--- src/hdl/drive_select_pkg.sv ---
package drive_select_pkg;
   localparam int          REG_ADDR_WIDTH      = 2;
   localparam int          REG_DATA_WIDTH      = 8;
   localparam int          LEVEL_WIDTH         = 2;
   localparam int          PIN_COUNT           = 8;
   // register indices
   localparam logic [1:0]  ADDR_PORTS_A_B      = 2'h0;
   localparam logic [1:0]  ADDR_SECOND         = 2'h1;
   localparam logic [1:0]  ADDR_PORTS_E_F      = 2'h2;
   localparam logic [1:0]  ADDR_PORT_G         = 2'h3;
   // field positions (low bit of each two-bit field)
   localparam int          POS_HIGH            = 6;
   localparam int          POS_UPPER_MID       = 4;
   localparam int          POS_LOWER_MID       = 2;
   localparam int          POS_LOW             = 0;
   // reset values and masks
   localparam logic [7:0]  RESET_DRIVE         = 8'h00;
   localparam logic [7:0]  MASK_FULL           = 8'hFF;
   localparam logic [7:0]  MASK_PORT_G         = 8'h03;
   // direction bit meaning
   localparam logic        DIR_OUTPUT          = 1'b0;
   localparam logic [1:0]  LEVEL_WEAKEST       = 2'h0;

   typedef enum logic [1:0] {
      LEVEL_0,
      LEVEL_1,
      LEVEL_2,
      LEVEL_3
   } drive_level_type;

   function automatic logic [1:0] field_of(input logic [7:0] value, input int pos);
      logic [7:0] shifted;
      shifted = value >> pos;
      return shifted[1:0];
   endfunction
endpackage

--- src/hdl/drive_regs_if.sv ---
`timescale 1ns/10ps
interface drive_regs_if;
   logic [7:0] ports_a_b;
   logic [7:0] second;
   logic [7:0] ports_e_f;
   logic [7:0] port_g;
   modport owner (output ports_a_b, second, ports_e_f, port_g);
   modport user  (input  ports_a_b, second, ports_e_f, port_g);
endinterface

--- src/hdl/drive_regs.sv ---
`timescale 1ns/10ps
module drive_regs
   import drive_select_pkg::*;
(
   input  wire logic       clk,
   input  wire logic       rst_n,
   input  wire logic [1:0] addr,
   input  wire logic [7:0] wdata,
   input  wire logic       wr,
   input  wire logic       rd,
   output logic      [7:0] rdata,
   drive_regs_if.owner     regs
);
   always_ff @(posedge clk or negedge rst_n) begin
      if (!rst_n) begin
         regs.ports_a_b <= RESET_DRIVE;
         regs.second    <= RESET_DRIVE;
         regs.ports_e_f <= RESET_DRIVE;
         regs.port_g    <= RESET_DRIVE;
      end else if (wr) begin
         case (addr)
            ADDR_PORTS_A_B: regs.ports_a_b <= wdata & MASK_FULL;
            ADDR_SECOND:    regs.second    <= wdata & MASK_FULL;
            ADDR_PORTS_E_F: regs.ports_e_f <= wdata & MASK_FULL;
            ADDR_PORT_G:    regs.port_g    <= wdata & MASK_PORT_G;
            default: ;
         endcase
      end
   end

   // read data held only in the cycle after the strobe
   always_ff @(posedge clk or negedge rst_n) begin
      if (!rst_n) begin
         rdata <= 8'h00;
      end else if (rd) begin
         case (addr)
            ADDR_PORTS_A_B: rdata <= regs.ports_a_b;
            ADDR_SECOND:    rdata <= regs.second;
            ADDR_PORTS_E_F: rdata <= regs.ports_e_f;
            ADDR_PORT_G:    rdata <= regs.port_g & MASK_PORT_G;
            default:        rdata <= 8'h00;
         endcase
      end else begin
         rdata <= 8'h00;
      end
   end
endmodule

--- src/hdl/port_drive_strength_select.sv ---
`timescale 1ns/10ps
module port_drive_strength_select
   import drive_select_pkg::*;
(
   input  wire logic        clk,
   input  wire logic        rst_n,
   input  wire logic [1:0]  addr,
   input  wire logic [7:0]  wdata,
   input  wire logic        wr,
   input  wire logic        rd,
   output logic      [7:0]  rdata,
   input  wire logic [7:0]  porta_dir,
   input  wire logic [7:0]  portb_dir,
   input  wire logic [7:0]  portc_dir,
   input  wire logic [7:0]  porte_dir,
   input  wire logic [7:0]  portf_dir,
   input  wire logic [2:0]  portg_dir,
   output logic      [15:0] porta_drive,
   output logic      [15:0] portb_drive,
   output logic      [15:0] portc_drive,
   output logic      [15:0] porte_drive,
   output logic      [15:0] portf_drive,
   output logic      [5:0]  portg_drive
);
   drive_regs_if regs ();

   logic [1:0] porta_low_nibble_level;
   logic [1:0] porta_high_nibble_level;
   logic [1:0] portb_low_nibble_level;
   logic [1:0] portb_pin7_level;
   logic [1:0] portc_upper_pair_level;
   logic [1:0] porte_low_nibble_level;
   logic [1:0] porte_high_nibble_level;
   logic [1:0] portf_low_nibble_level;
   logic [1:0] portf_high_nibble_level;
   logic [1:0] portg_level;

   drive_regs u_regs (
      .clk   (clk),
      .rst_n (rst_n),
      .addr  (addr),
      .wdata (wdata),
      .wr    (wr),
      .rd    (rd),
      .rdata (rdata),
      .regs  (regs)
   );

   // field decode; levels pass through as the raw two-bit code
   always_comb begin
      portb_pin7_level        = field_of(regs.ports_a_b, POS_HIGH);
      portb_low_nibble_level  = field_of(regs.ports_a_b, POS_UPPER_MID);
      porta_high_nibble_level = field_of(regs.ports_a_b, POS_LOWER_MID);
      porta_low_nibble_level  = field_of(regs.ports_a_b, POS_LOW);
      portc_upper_pair_level  = field_of(regs.second, POS_LOWER_MID);
      portf_high_nibble_level = field_of(regs.ports_e_f, POS_HIGH);
      portf_low_nibble_level  = field_of(regs.ports_e_f, POS_UPPER_MID);
      porte_high_nibble_level = field_of(regs.ports_e_f, POS_LOWER_MID);
      porte_low_nibble_level  = field_of(regs.ports_e_f, POS_LOW);
      portg_level             = field_of(regs.port_g, POS_LOW);
   end

   // level if output, else weakest code (the pad ignores it when input)
   function automatic logic [1:0] gated(input logic dir, input logic [1:0] level);
      drive_level_type decoded;
      decoded = drive_level_type'(level);
      return (dir == DIR_OUTPUT) ? 2'(decoded) : LEVEL_WEAKEST;
   endfunction

   // direction inputs come from port logic on this clock: no synchroniser
   // second register's unmapped fields do not reach any pin
   always_ff @(posedge clk or negedge rst_n) begin
      if (!rst_n) begin
         porta_drive <= '0;
         portb_drive <= '0;
         portc_drive <= '0;
         porte_drive <= '0;
         portf_drive <= '0;
         portg_drive <= '0;
      end else begin
         for (int i = 0; i < PIN_COUNT; i++) begin
            porta_drive[2*i +: 2] <= gated(porta_dir[i],
               (i < 4) ? porta_low_nibble_level : porta_high_nibble_level);
            portb_drive[2*i +: 2] <= (i == 7) ? gated(portb_dir[i], portb_pin7_level) :
               (i < 4) ? gated(portb_dir[i], portb_low_nibble_level) : LEVEL_WEAKEST;
            portc_drive[2*i +: 2] <= (i == 4 || i == 5) ?
               gated(portc_dir[i], portc_upper_pair_level) : LEVEL_WEAKEST;
            porte_drive[2*i +: 2] <= gated(porte_dir[i],
               (i < 4) ? porte_low_nibble_level : porte_high_nibble_level);
            portf_drive[2*i +: 2] <= gated(portf_dir[i],
               (i < 4) ? portf_low_nibble_level : portf_high_nibble_level);
         end
         for (int j = 0; j < 3; j++) begin
            portg_drive[2*j +: 2] <= gated(portg_dir[j], portg_level);
         end
      end
   end
endmodule

--- config.mk ---
export PLATFORM = sky130hd
export DESIGN_NAME = port_drive_strength_select
export DESIGN_NICKNAME = d
export VERILOG_FILES = /design/src/hdl/drive_select_pkg.sv /design/src/hdl/drive_regs_if.sv /design/src/hdl/drive_regs.sv /design/src/hdl/port_drive_strength_select.sv
export SDC_FILE = /design/constraint.sdc
export NUM_CORES = 1
export LEC_CHECK = 0
export BUFFER_PORTS_ARGS = -buffer_cell sky130_fd_sc_hd__buf_2
export CORE_MARGIN = 2
export CORE_UTILIZATION = 51
export DETAILED_ROUTE_END_ITERATION = 12
export GPL_TIMING_DRIVEN = 0
export MAX_ROUTING_LAYER = met4
export PLACE_DENSITY_LB_ADDON = 0.12
export SYNTH_ARGS = -nofsm -noshare
export SYNTH_HDL_FRONTEND = slang
export SYNTH_SLANG_ARGS = --single-unit
--- constraint.sdc ---
create_clock -name clk -period 3.3 [get_ports clk]
set_clock_uncertainty 0.15 [all_clocks]
set_input_delay 0.66 -clock clk [delete_from_list [all_inputs] [get_ports clk]]
set_output_delay 0.66 -clock clk [all_outputs]
set_load 0.03 [all_outputs]
==> results.json, run 1 <==
{
  "status": "completed",
  "drive_gt1_share_pct": 46.8,
  "drt_iter0_drc": 62,
  "p_leak_nw": 2.49,
  "gr-total-overflow": 0,
  "drv_cap": 0,
  "avgSynthCellArea_um2": 14.8,
  "place_congestion": 0.720,
  "wl_per_cell_um": 12.8,
  "clkPwrFrac_pct": 26.6,
  "grt_pass1_vias": 2030,
  "fin_crit_sh_pct": 51.9,
  "grt_pass1_wl_um": 9800,
  "cts.sinks": 102,
  "die_area_um2": 7990,
  "combinationalPowerShare_pct": 22.0,
  "die_h_um": 89.4,
  "wl_um": 6480,
  "clock.fmax_mhz": 583,
  "ys_types": 15,
  "critPathLaunchType": "flop",
  "worstPathMaxFanout": 1,
  "grt_usage_pct": 17.2,
  "vias": 2231,
  "synth-edff-count": 0,
  "dpl.hpwl_um": 4740,
  "critPathKind": "reg -> out",
  "initial_core_util_pct": 51.8,
  "drc": 0,
  "ys_warn_count": 0,
  "path_delay_family": "flip-flops",
  "post-synth-top-count-cell": "dfrtp_1",
  "syn_area_um2": 3720,
  "tns_ns": 0,
  "path_buf_inv": 1,
  "cts_hold_buf": 0,
  "htreeDepth": 3,
  "clkLatencyLatePin_ns": 0.35,
  "cp.required_ns": 2.49,
  "ios": 151,
  "swShare_pct": 31.1,
  "synth_common_cells": "102 x dfrtp_1, 68 x nor2b_1, 26 x mux2_2",
  "finalHoldViolCount": 0,
  "hold_class": "in -> async",
  "clk_pin_slew_ns": 0.09,
  "postCtsSetupRepairBufs": 0,
  "cts_buffers": 9,
  "p_switching_mw": 0.915,
  "synth_seq_area_share_pct": 68.6,
  "internal_power_mw": 2.03,
  "seq_power_share_pct": 51.3,
  "synth_flop_cell": "dfrtp_1",
  "yosys-top-cells-area": "dfrtp_1 69%, nor2b_1 11%, mux2_2 7.9%",
  "setup_viol": 0,
  "grt_max_degree": 55,
  "n_antenna_cell": 0,
  "dr.pass1.iters": 4,
  "ant_nets": 0,
  "p_per_area_nw_per_um2": 620,
  "cp_slowest_stage_delay_ns": 0.38,
  "antenna_found_initial": 0,
  "portBuffers": 121,
  "nNetsFinal": 458,
  "worstPathArrival_ns": 0.90,
  "synth_area_leader_cell": "dfrtp_1",
  "tightest_slew_ns": 0.681,
  "viasPerCell": 4.42,
  "p_total_mw": 2.94,
  "synth-seq-cells": 102,
  "cts_tree": "yes",
  "root_buffer": "clkbuf_8",
  "cts_resized": 0,
  "endpoint_kind": "output pin",
  "rows": 31,
  "ir_drop_mv": 0.324,
  "critical_path.slowest_cell": "dfrtp_1",
  "clk_path_buf_depth": 2,
  "rsz0062_at_grt": "no",
  "min_period_ns": 1.71,
  "area_growth_pct": 27.6,
  "crit_chain": "buf_2",
  "die_w_um": 89.4,
  "async_flop_share_pct": 100,
  "maxSlewHeadroom_pct": 54.6,
  "coreArea_um2": 7180,
  "synth_cells": 251,
  "synth.top_cell.area_share_pct": 68.6,
  "finalMaxSlewViolations": 0
}
-- worst reg2reg max path: stages (launching register included) --
cell and delay [ns]:
dfrtp_1 0.46, mux4_2 0.48, and2_1 0.17
-- layout make-up --
class	count	area [um^2]
flip-flops and latches	102	2550
fillers	556	2430
multi-input cells	144	1060
repair buffers	122	636
plain buffers	22	169
clock buffers	9	124
well taps	99	124
clock inverters	7	80.1
-- state kept, by name, summed over array words and instances, names as in the netlist --
register / count
porte_drive: 16
porta_drive: 16
portc_drive: 4
u_regs.rdata: 8
u_regs.regs.ports_a_b: 8
u_regs.regs.second: 8
portb_drive: 10
u_regs.regs.port_g: 2
u_regs.regs.ports_e_f: 8
portf_drive: 16
portg_drive: 6
-- layout by cell type (no fill, tap or decap), types with 8 or more instances in the layout --
cell,n
and2_1,8
buf_2,120
buf_4,20
clkbuf_8,9
conb_1,18
dfrtp_1,102
mux2_2,26
nor2b_1,68
-- power by group through the flow --
stage / registers, mW / clock network, mW / logic, mW
5_1_grt: 1.54 / 0.855 / 0.701
4_1_cts: 1.51 / 0.807 / 0.656
3_3_place_gp: 1.53 / 0 / 0.642
3_5_place_dp: 1.54 / 0 / 0.655
6_report: 1.51 / 0.784 / 0.649
2_1_floorplan: 1.74 / 0 / 0.223
-- metal layers --
layer  routed length [um]  track usage (%)
met5                    0                -
met4                  114             7.33
met3                  490             5.08
met2                 2990             25.3
met1                 2880             22.2
-- worst paths after layout --
kind	to	slack, ns	start	cells past startpoint
hold reg to reg	u_regs.regs.second[4]$_DFFE_PN0P_	0.36	u_regs.regs.second[4]$_DFFE_PN0P_	1
min in group clk	porte_drive[13]$_DFF_PN0_	0.30	porte_dir[6]	2
setup reg to reg	u_regs.rdata[1]$_DFF_PN0_	1.94	u_regs.regs.ports_e_f[1]$_DFFE_PN0P_	2
setup / recovery	rdata[6]	1.59	u_regs.rdata[6]$_DFF_PN0_	1
max in group asynchronous	porta_drive[13]$_DFF_PN0_	2.15	rst_n	2
hold / removal	porta_drive[3]$_DFF_PN0_	0.19	rst_n	1
-- logic make-up after synthesis --
logic type	after synthesis	share of synthesized area, %
DFF	102	68.6
and+or+nand+nor	86	15.2
muxes	34	10.7
buffers and inverters	22	4.54
AOI/OAI and AO/OA	6	0.807
other	1	0.101
-- through the flow --
stage | cell area (um^2) | setup slack, ns | std cells | hold WS (ns) | utilization (%)
6_report | 4750 | 1.59 | 505 | 0.189 | 66.2
4_1_cts | 4750 | 1.56 | 505 | 0.208 | 66.2
3_5_place_dp | 4540 | 1.38 | 489 | 0.343 | 63.3
3_3_place_gp | 4510 | 0.483 | 488 | 0.337 | 62.9
2_1_floorplan | 3780 | 1.54 | 268 | 0.214 | -
5_1_grt | 4750 | 1.54 | 505 | 0.235 | 66.2
Note: power is estimated with default switching activity, not from simulation.
==> inputs of run 2 (changes only) <==
--- a/config.mk
+++ b/config.mk
@@ -7,7 +7,7 @@
 export LEC_CHECK = 0
 export BUFFER_PORTS_ARGS = -buffer_cell sky130_fd_sc_hd__buf_2
 export CORE_MARGIN = 2
-export CORE_UTILIZATION = 51
+export CORE_UTILIZATION = 48
 export DETAILED_ROUTE_END_ITERATION = 12
 export GPL_TIMING_DRIVEN = 0
 export MAX_ROUTING_LAYER = met4
==> constraint.sdc (replaced) <==
create_clock -name clk -period 1.6 [get_ports clk]
set_clock_uncertainty 0.15 [all_clocks]
set_input_delay 0.32 -clock clk [delete_from_list [all_inputs] [get_ports clk]]
set_output_delay 0.32 -clock clk [all_outputs]
set_load 0.03 [all_outputs]
==> run 2 against run 1 <==
- register-to-register slack worse by 1.7 ns
- cell count up 7.5%
- highest routed layer unchanged
- worst hold slack worse by 0.12 ns
- via count up 6.8%
- non-clock buffer count up 35
- critical path type unchanged
- combinational power up 120%
==> results.json, run 2 (synthesized netlist as in run 1, its figures left out) <==
{
  "reg_top3": "porta_drive (16), porte_drive (16), portf_drive (16)",
  "gr-total-overflow": 0,
  "initial_core_util_pct": 48.9,
  "place_congestion": 0.718,
  "critPathKind": "reg -> out",
  "critPathLaunchType": "flop",
  "portBuffers": 121,
  "die_h_um": 92.0,
  "p_per_area_nw_per_um2": 1250,
  "finalMaxSlewViolations": 0,
  "p_total_mw": 6.43,
  "worstPathMaxFanout": 1,
  "ios": 151,
  "setup_viol": 0,
  "maxSlewHeadroom_pct": 58.9,
  "viasPerCell": 4.39,
  "worstPathArrival_ns": 0.91,
  "htreeDepth": 3,
  "hold_slack_ns": 0.0725,
  "path_delay_family": "flip-flops",
  "clock.fmax_mhz": 726,
  "drive_gt1_share_pct": 42.9,
  "hold_class": "in -> reg",
  "wl_um": 7140,
  "antenna_found_initial": 0,
  "fin_crit_sh_pct": 86.1,
  "dr.pass1.iters": 5,
  "ant_nets": 0,
  "crit_chain": "buf_2",
  "postCtsSetupRepairBufs": 0,
  "root_buffer": "clkbuf_8",
  "min_period_ns": 1.38,
  "wl_per_cell_um": 13.1,
  "rsz0062_at_grt": "no",
  "rows": 32,
  "cp.required_ns": 1.13,
  "vias": 2382,
  "n_antenna_cell": 0,
  "cts_hold_buf": 35,
  "path_buf_inv": 1,
  "ir_drop_mv": 0.699,
  "utilization_pct": 67.6,
  "die_area_um2": 8470,
  "final_cell_area_um2": 5140,
  "final_cell_mix": "120 x buf_2, 102 x dfrtp_1, 68 x nor2b_1",
  "drc": 0,
  "tns_ns": 0,
  "grt_max_degree": 54,
  "critical_path.slowest_cell": "dfrtp_1",
  "finalHoldViolCount": 0,
  "dp_worst_setup_slack_ns": 0.0241,
  "cts_resized": 0,
  "nNetsFinal": 493,
  "area_growth_pct": 38.2,
  "placed_cells": 492,
  "grt_pass1_wl_um": 11800,
  "tightest_slew_ns": 0.617,
  "cts_tree": "yes",
  "cp_slowest_stage_delay_ns": 0.39,
  "layout_commonest_cell": "buf_2",
  "endpoint_kind": "output pin",
  "setup_ws_ns": 0.222,
  "postPlaceCellArea_um2": 4550,
  "drv_cap": 0,
  "status": "completed",
  "die_w_um": 92.0,
  "cts_buffers": 9,
  "fin_cells": 543,
  "grt_pass1_vias": 2448,
  "drt_iter0_drc": 66,
  "clk_path_buf_depth": 2,
  "clkLatencyLatePin_ns": 0.35,
  "cts.sinks": 102,
  "coreArea_um2": 7610,
  "p_leak_nw": 2.66,
  "clk_pin_slew_ns": 0.09,
  "dpl.hpwl_um": 4890,
  "grt_usage_pct": 18.4
}
==> run 2: cell types whose count changed in the layout (fill, tap and decap cells not counted) <==
cell,previous run,this run
clkinvlp_4,1,0
clkbuf_1,1,2
bufinv_16,1,3
dlygate4sd3_1,0,35
clkinv_2,1,0
inv_8,1,0
==> run 2: metal layers <==
metal / GRT usage (%) / up-vias / part of all wire, %
li1: - / 1147 / -
met1: 24.5 / 1131 / 45
met2: 27.9 / 93 / 47
met3: 4.27 / 11 / 6.8
met4: 7.09 / 0 / 1.6
met5: - / - / 0
==> run 2: cell type report <==
class,instances,area (um^2)
Timing Repair Buffer,157,986
Clock inverter,6,116
Buffer,22,169
Clock buffer,10,128
Sequential cell,102,2550
Multi-Input combinational cell,144,1060
Tap cell,102,128
Fill cell,594,2470
==> run 2: final timing paths <==
check | from | to | cells past startpoint | slack, ns
setup / recovery | porte_drive[5]$_DFF_PN0_ | porte_drive[5] | 1 | 0.22
hold / removal | wdata[7] | u_regs.regs.ports_e_f[7]$_DFFE_PN0P_ | 2 | 0.07
setup reg to reg | u_regs.regs.ports_e_f[0]$_DFFE_PN0P_ | u_regs.rdata[0]$_DFF_PN0_ | 2 | 0.27
hold reg to reg | u_regs.regs.second[1]$_DFFE_PN0P_ | u_regs.regs.second[1]$_DFFE_PN0P_ | 1 | 0.36
max in group asynchronous | rst_n | portb_drive[0]$_DFF_PN0_ | 3 | 0.25
min in group asynchronous | rst_n | portf_drive[13]$_DFF_PN0_ | 2 | 0.38
==> run 2: power by group <==
part,switching [mW],leakage (nW),internal (mW)
Combinational,0.838,1.24,0.572
Clock,0.843,0.121,1.05
Sequential,0.197,1.30,2.92
Total,1.88,2.66,4.55
==> inputs of run 3 (changes only) <==
--- a/config.mk
+++ b/config.mk
@@ -7,7 +7,7 @@
 export LEC_CHECK = 0
 export BUFFER_PORTS_ARGS = -buffer_cell sky130_fd_sc_hd__buf_2
 export CORE_MARGIN = 2
-export CORE_UTILIZATION = 48
+export CORE_UTILIZATION = 51
 export DETAILED_ROUTE_END_ITERATION = 12
 export GPL_TIMING_DRIVEN = 0
 export MAX_ROUTING_LAYER = met4
==> constraint.sdc (replaced) <==
create_clock -name clk -period 1.72 [get_ports clk]
set_clock_uncertainty 0.15 [all_clocks]
set_input_delay 0.344 -clock clk [delete_from_list [all_inputs] [get_ports clk]]
set_output_delay 0.344 -clock clk [all_outputs]
set_load 0.03 [all_outputs]
==> run 3 against run 2 <==
- register-to-register slack improved by 0.09 ns
- total power down 11%
- via count shrank 0.34%
- combinational power fell by 7%
==> results.json, run 3 (synthesized netlist as in run 1, its figures left out) <==
{
  "die_w_um": 89.4,
  "cp_slowest_stage_delay_ns": 0.39,
  "gr-total-overflow": 0,
  "coreArea_um2": 7180,
  "dpl.hpwl_um": 4740,
  "cts_tree": "yes",
  "drv_cap": 0,
  "critPathKind": "reg -> out",
  "cp.required_ns": 1.23,
  "path_buf_inv": 1,
  "grt_max_degree": 55,
  "endpoint_kind": "output pin",
  "grt_usage_pct": 18.5,
  "worstPathMaxFanout": 1,
  "hold_class": "in -> reg",
  "critical_path.slowest_cell": "dfrtp_1",
  "reg_top3": "porta_drive (16), porte_drive (16), portf_drive (16)",
  "finalHoldViolCount": 0,
  "antenna_found_initial": 0,
  "drt_iter0_drc": 58,
  "n_antenna_cell": 0,
  "place_congestion": 0.720,
  "cts_resized": 0,
  "ant_nets": 0,
  "viasPerCell": 4.40,
  "htreeDepth": 3,
  "crit_chain": "buf_2",
  "tightest_slew_ns": 0.690,
  "grt_pass1_vias": 2267,
  "fin_cells": 540,
  "drc": 0,
  "wl_per_cell_um": 12.8,
  "rows": 31,
  "area_growth_pct": 37.0,
  "clk_path_buf_depth": 2,
  "p_per_area_nw_per_um2": 1120,
  "clkLatencyLatePin_ns": 0.35,
  "path_delay_family": "flip-flops",
  "p_total_mw": 5.71,
  "vias": 2374,
  "ir_drop_mv": 0.625,
  "clk_pin_slew_ns": 0.10,
  "min_period_ns": 1.41,
  "wl_um": 6940,
  "finalMaxSlewViolations": 0,
  "critPathLaunchType": "flop",
  "placed_cells": 489,
  "p_leak_nw": 2.64,
  "worstPathArrival_ns": 0.91,
  "root_buffer": "clkbuf_8",
  "fin_crit_sh_pct": 81.7,
  "ios": 151,
  "dr.pass1.iters": 4,
  "dp_worst_setup_slack_ns": 0.118,
  "cts_buffers": 9,
  "nNetsFinal": 493,
  "clock.fmax_mhz": 711,
  "maxSlewHeadroom_pct": 54.0,
  "setup_viol": 0,
  "cts.sinks": 102,
  "die_h_um": 89.4,
  "portBuffers": 121,
  "rsz0062_at_grt": "no",
  "setup_ws_ns": 0.314,
  "die_area_um2": 7990,
  "drive_gt1_share_pct": 43.1,
  "tns_ns": 0,
  "grt_pass1_wl_um": 10600,
  "final_cell_mix": "120 x buf_2, 102 x dfrtp_1, 68 x nor2b_1",
  "status": "completed",
  "layout_commonest_cell": "buf_2",
  "initial_core_util_pct": 51.8
}
run 3: changes by cell type in the layout (fill, tap and decap cells not counted), sizes merged:
| cell | previous run | this run |
|---|---|---|
| clkbuf | 11 | 10 |
| inv | 2 | 3 |
| bufinv | 3 | 1 |
| clkinv | 1 | 2 |
| clkinvlp | 0 | 1 |
run 3: worst paths after layout:
check / start / end / slack [ns] / cells after the start
worst max-delay path: porte_drive[11]$_DFF_PN0_ / porte_drive[11] / 0.31 / 1
worst min-delay path: wdata[2] / u_regs.regs.second[2]$_DFFE_PN0P_ / 0.1 / 2
worst max register to register: u_regs.regs.ports_e_f[1]$_DFFE_PN0P_ / u_regs.rdata[1]$_DFF_PN0_ / 0.36 / 2
worst min register to register: u_regs.regs.second[4]$_DFFE_PN0P_ / u_regs.regs.second[4]$_DFFE_PN0P_ / 0.36 / 1
max in group asynchronous: rst_n / u_regs.rdata[2]$_DFF_PN0_ / 0.34 / 3
min in group asynchronous: rst_n / porta_drive[3]$_DFF_PN0_ / 0.42 / 2
run 3: final cells by class:
type | count | area (um^2)
Sequential cell | 102 | 2550
Tap cell | 99 | 124
Clock inverter | 7 | 80.1
Clock buffer | 9 | 124
Buffer | 22 | 169
Multi-Input combinational cell | 144 | 1060
Fill cell | 519 | 2080
Timing Repair Buffer | 157 | 986
run 3: stage by stage:
step / instance area [um^2] / hold slack [ns] / utilization [%]
global route: 5100 / 0.101 / 71.0
global placement: 4510 / 0.337 / 62.9
CTS: 5100 / 0.0784 / 71.0
detailed placement: 4540 / 0.281 / 63.3
finish: 5100 / 0.0963 / 71.0
floorplan: 3780 / -0.102 / -
run 3: per-layer routing:
layer / global-route usage, % / up-vias / part of all wire (%)
met3: 4.89 / 10 / 6.4
met2: 29.0 / 89 / 48
met1: 23.2 / 1121 / 43
li1: - / 1154 / -
met4: 7.33 / 0 / 1.6
met5: - / - / 0
run 3: where the power goes:
| part | switching, mW | internal (mW) | total, mW |
|---|---|---|---|
| combinational | 0.778 | 0.532 | 1.31 |
| sequential | 0.185 | 2.72 | 2.90 |
| clock | 0.803 | 0.693 | 1.50 |
run 3: timing repair:
| item | in CTS | in global routing |
|---|---|---|
| setup endpoints to repair | 0 | 0 |
| hold endpoints to repair | 121 | 0 |
| buffers inserted | 0 | 0 |
| hold buffers | 35 | 0 |
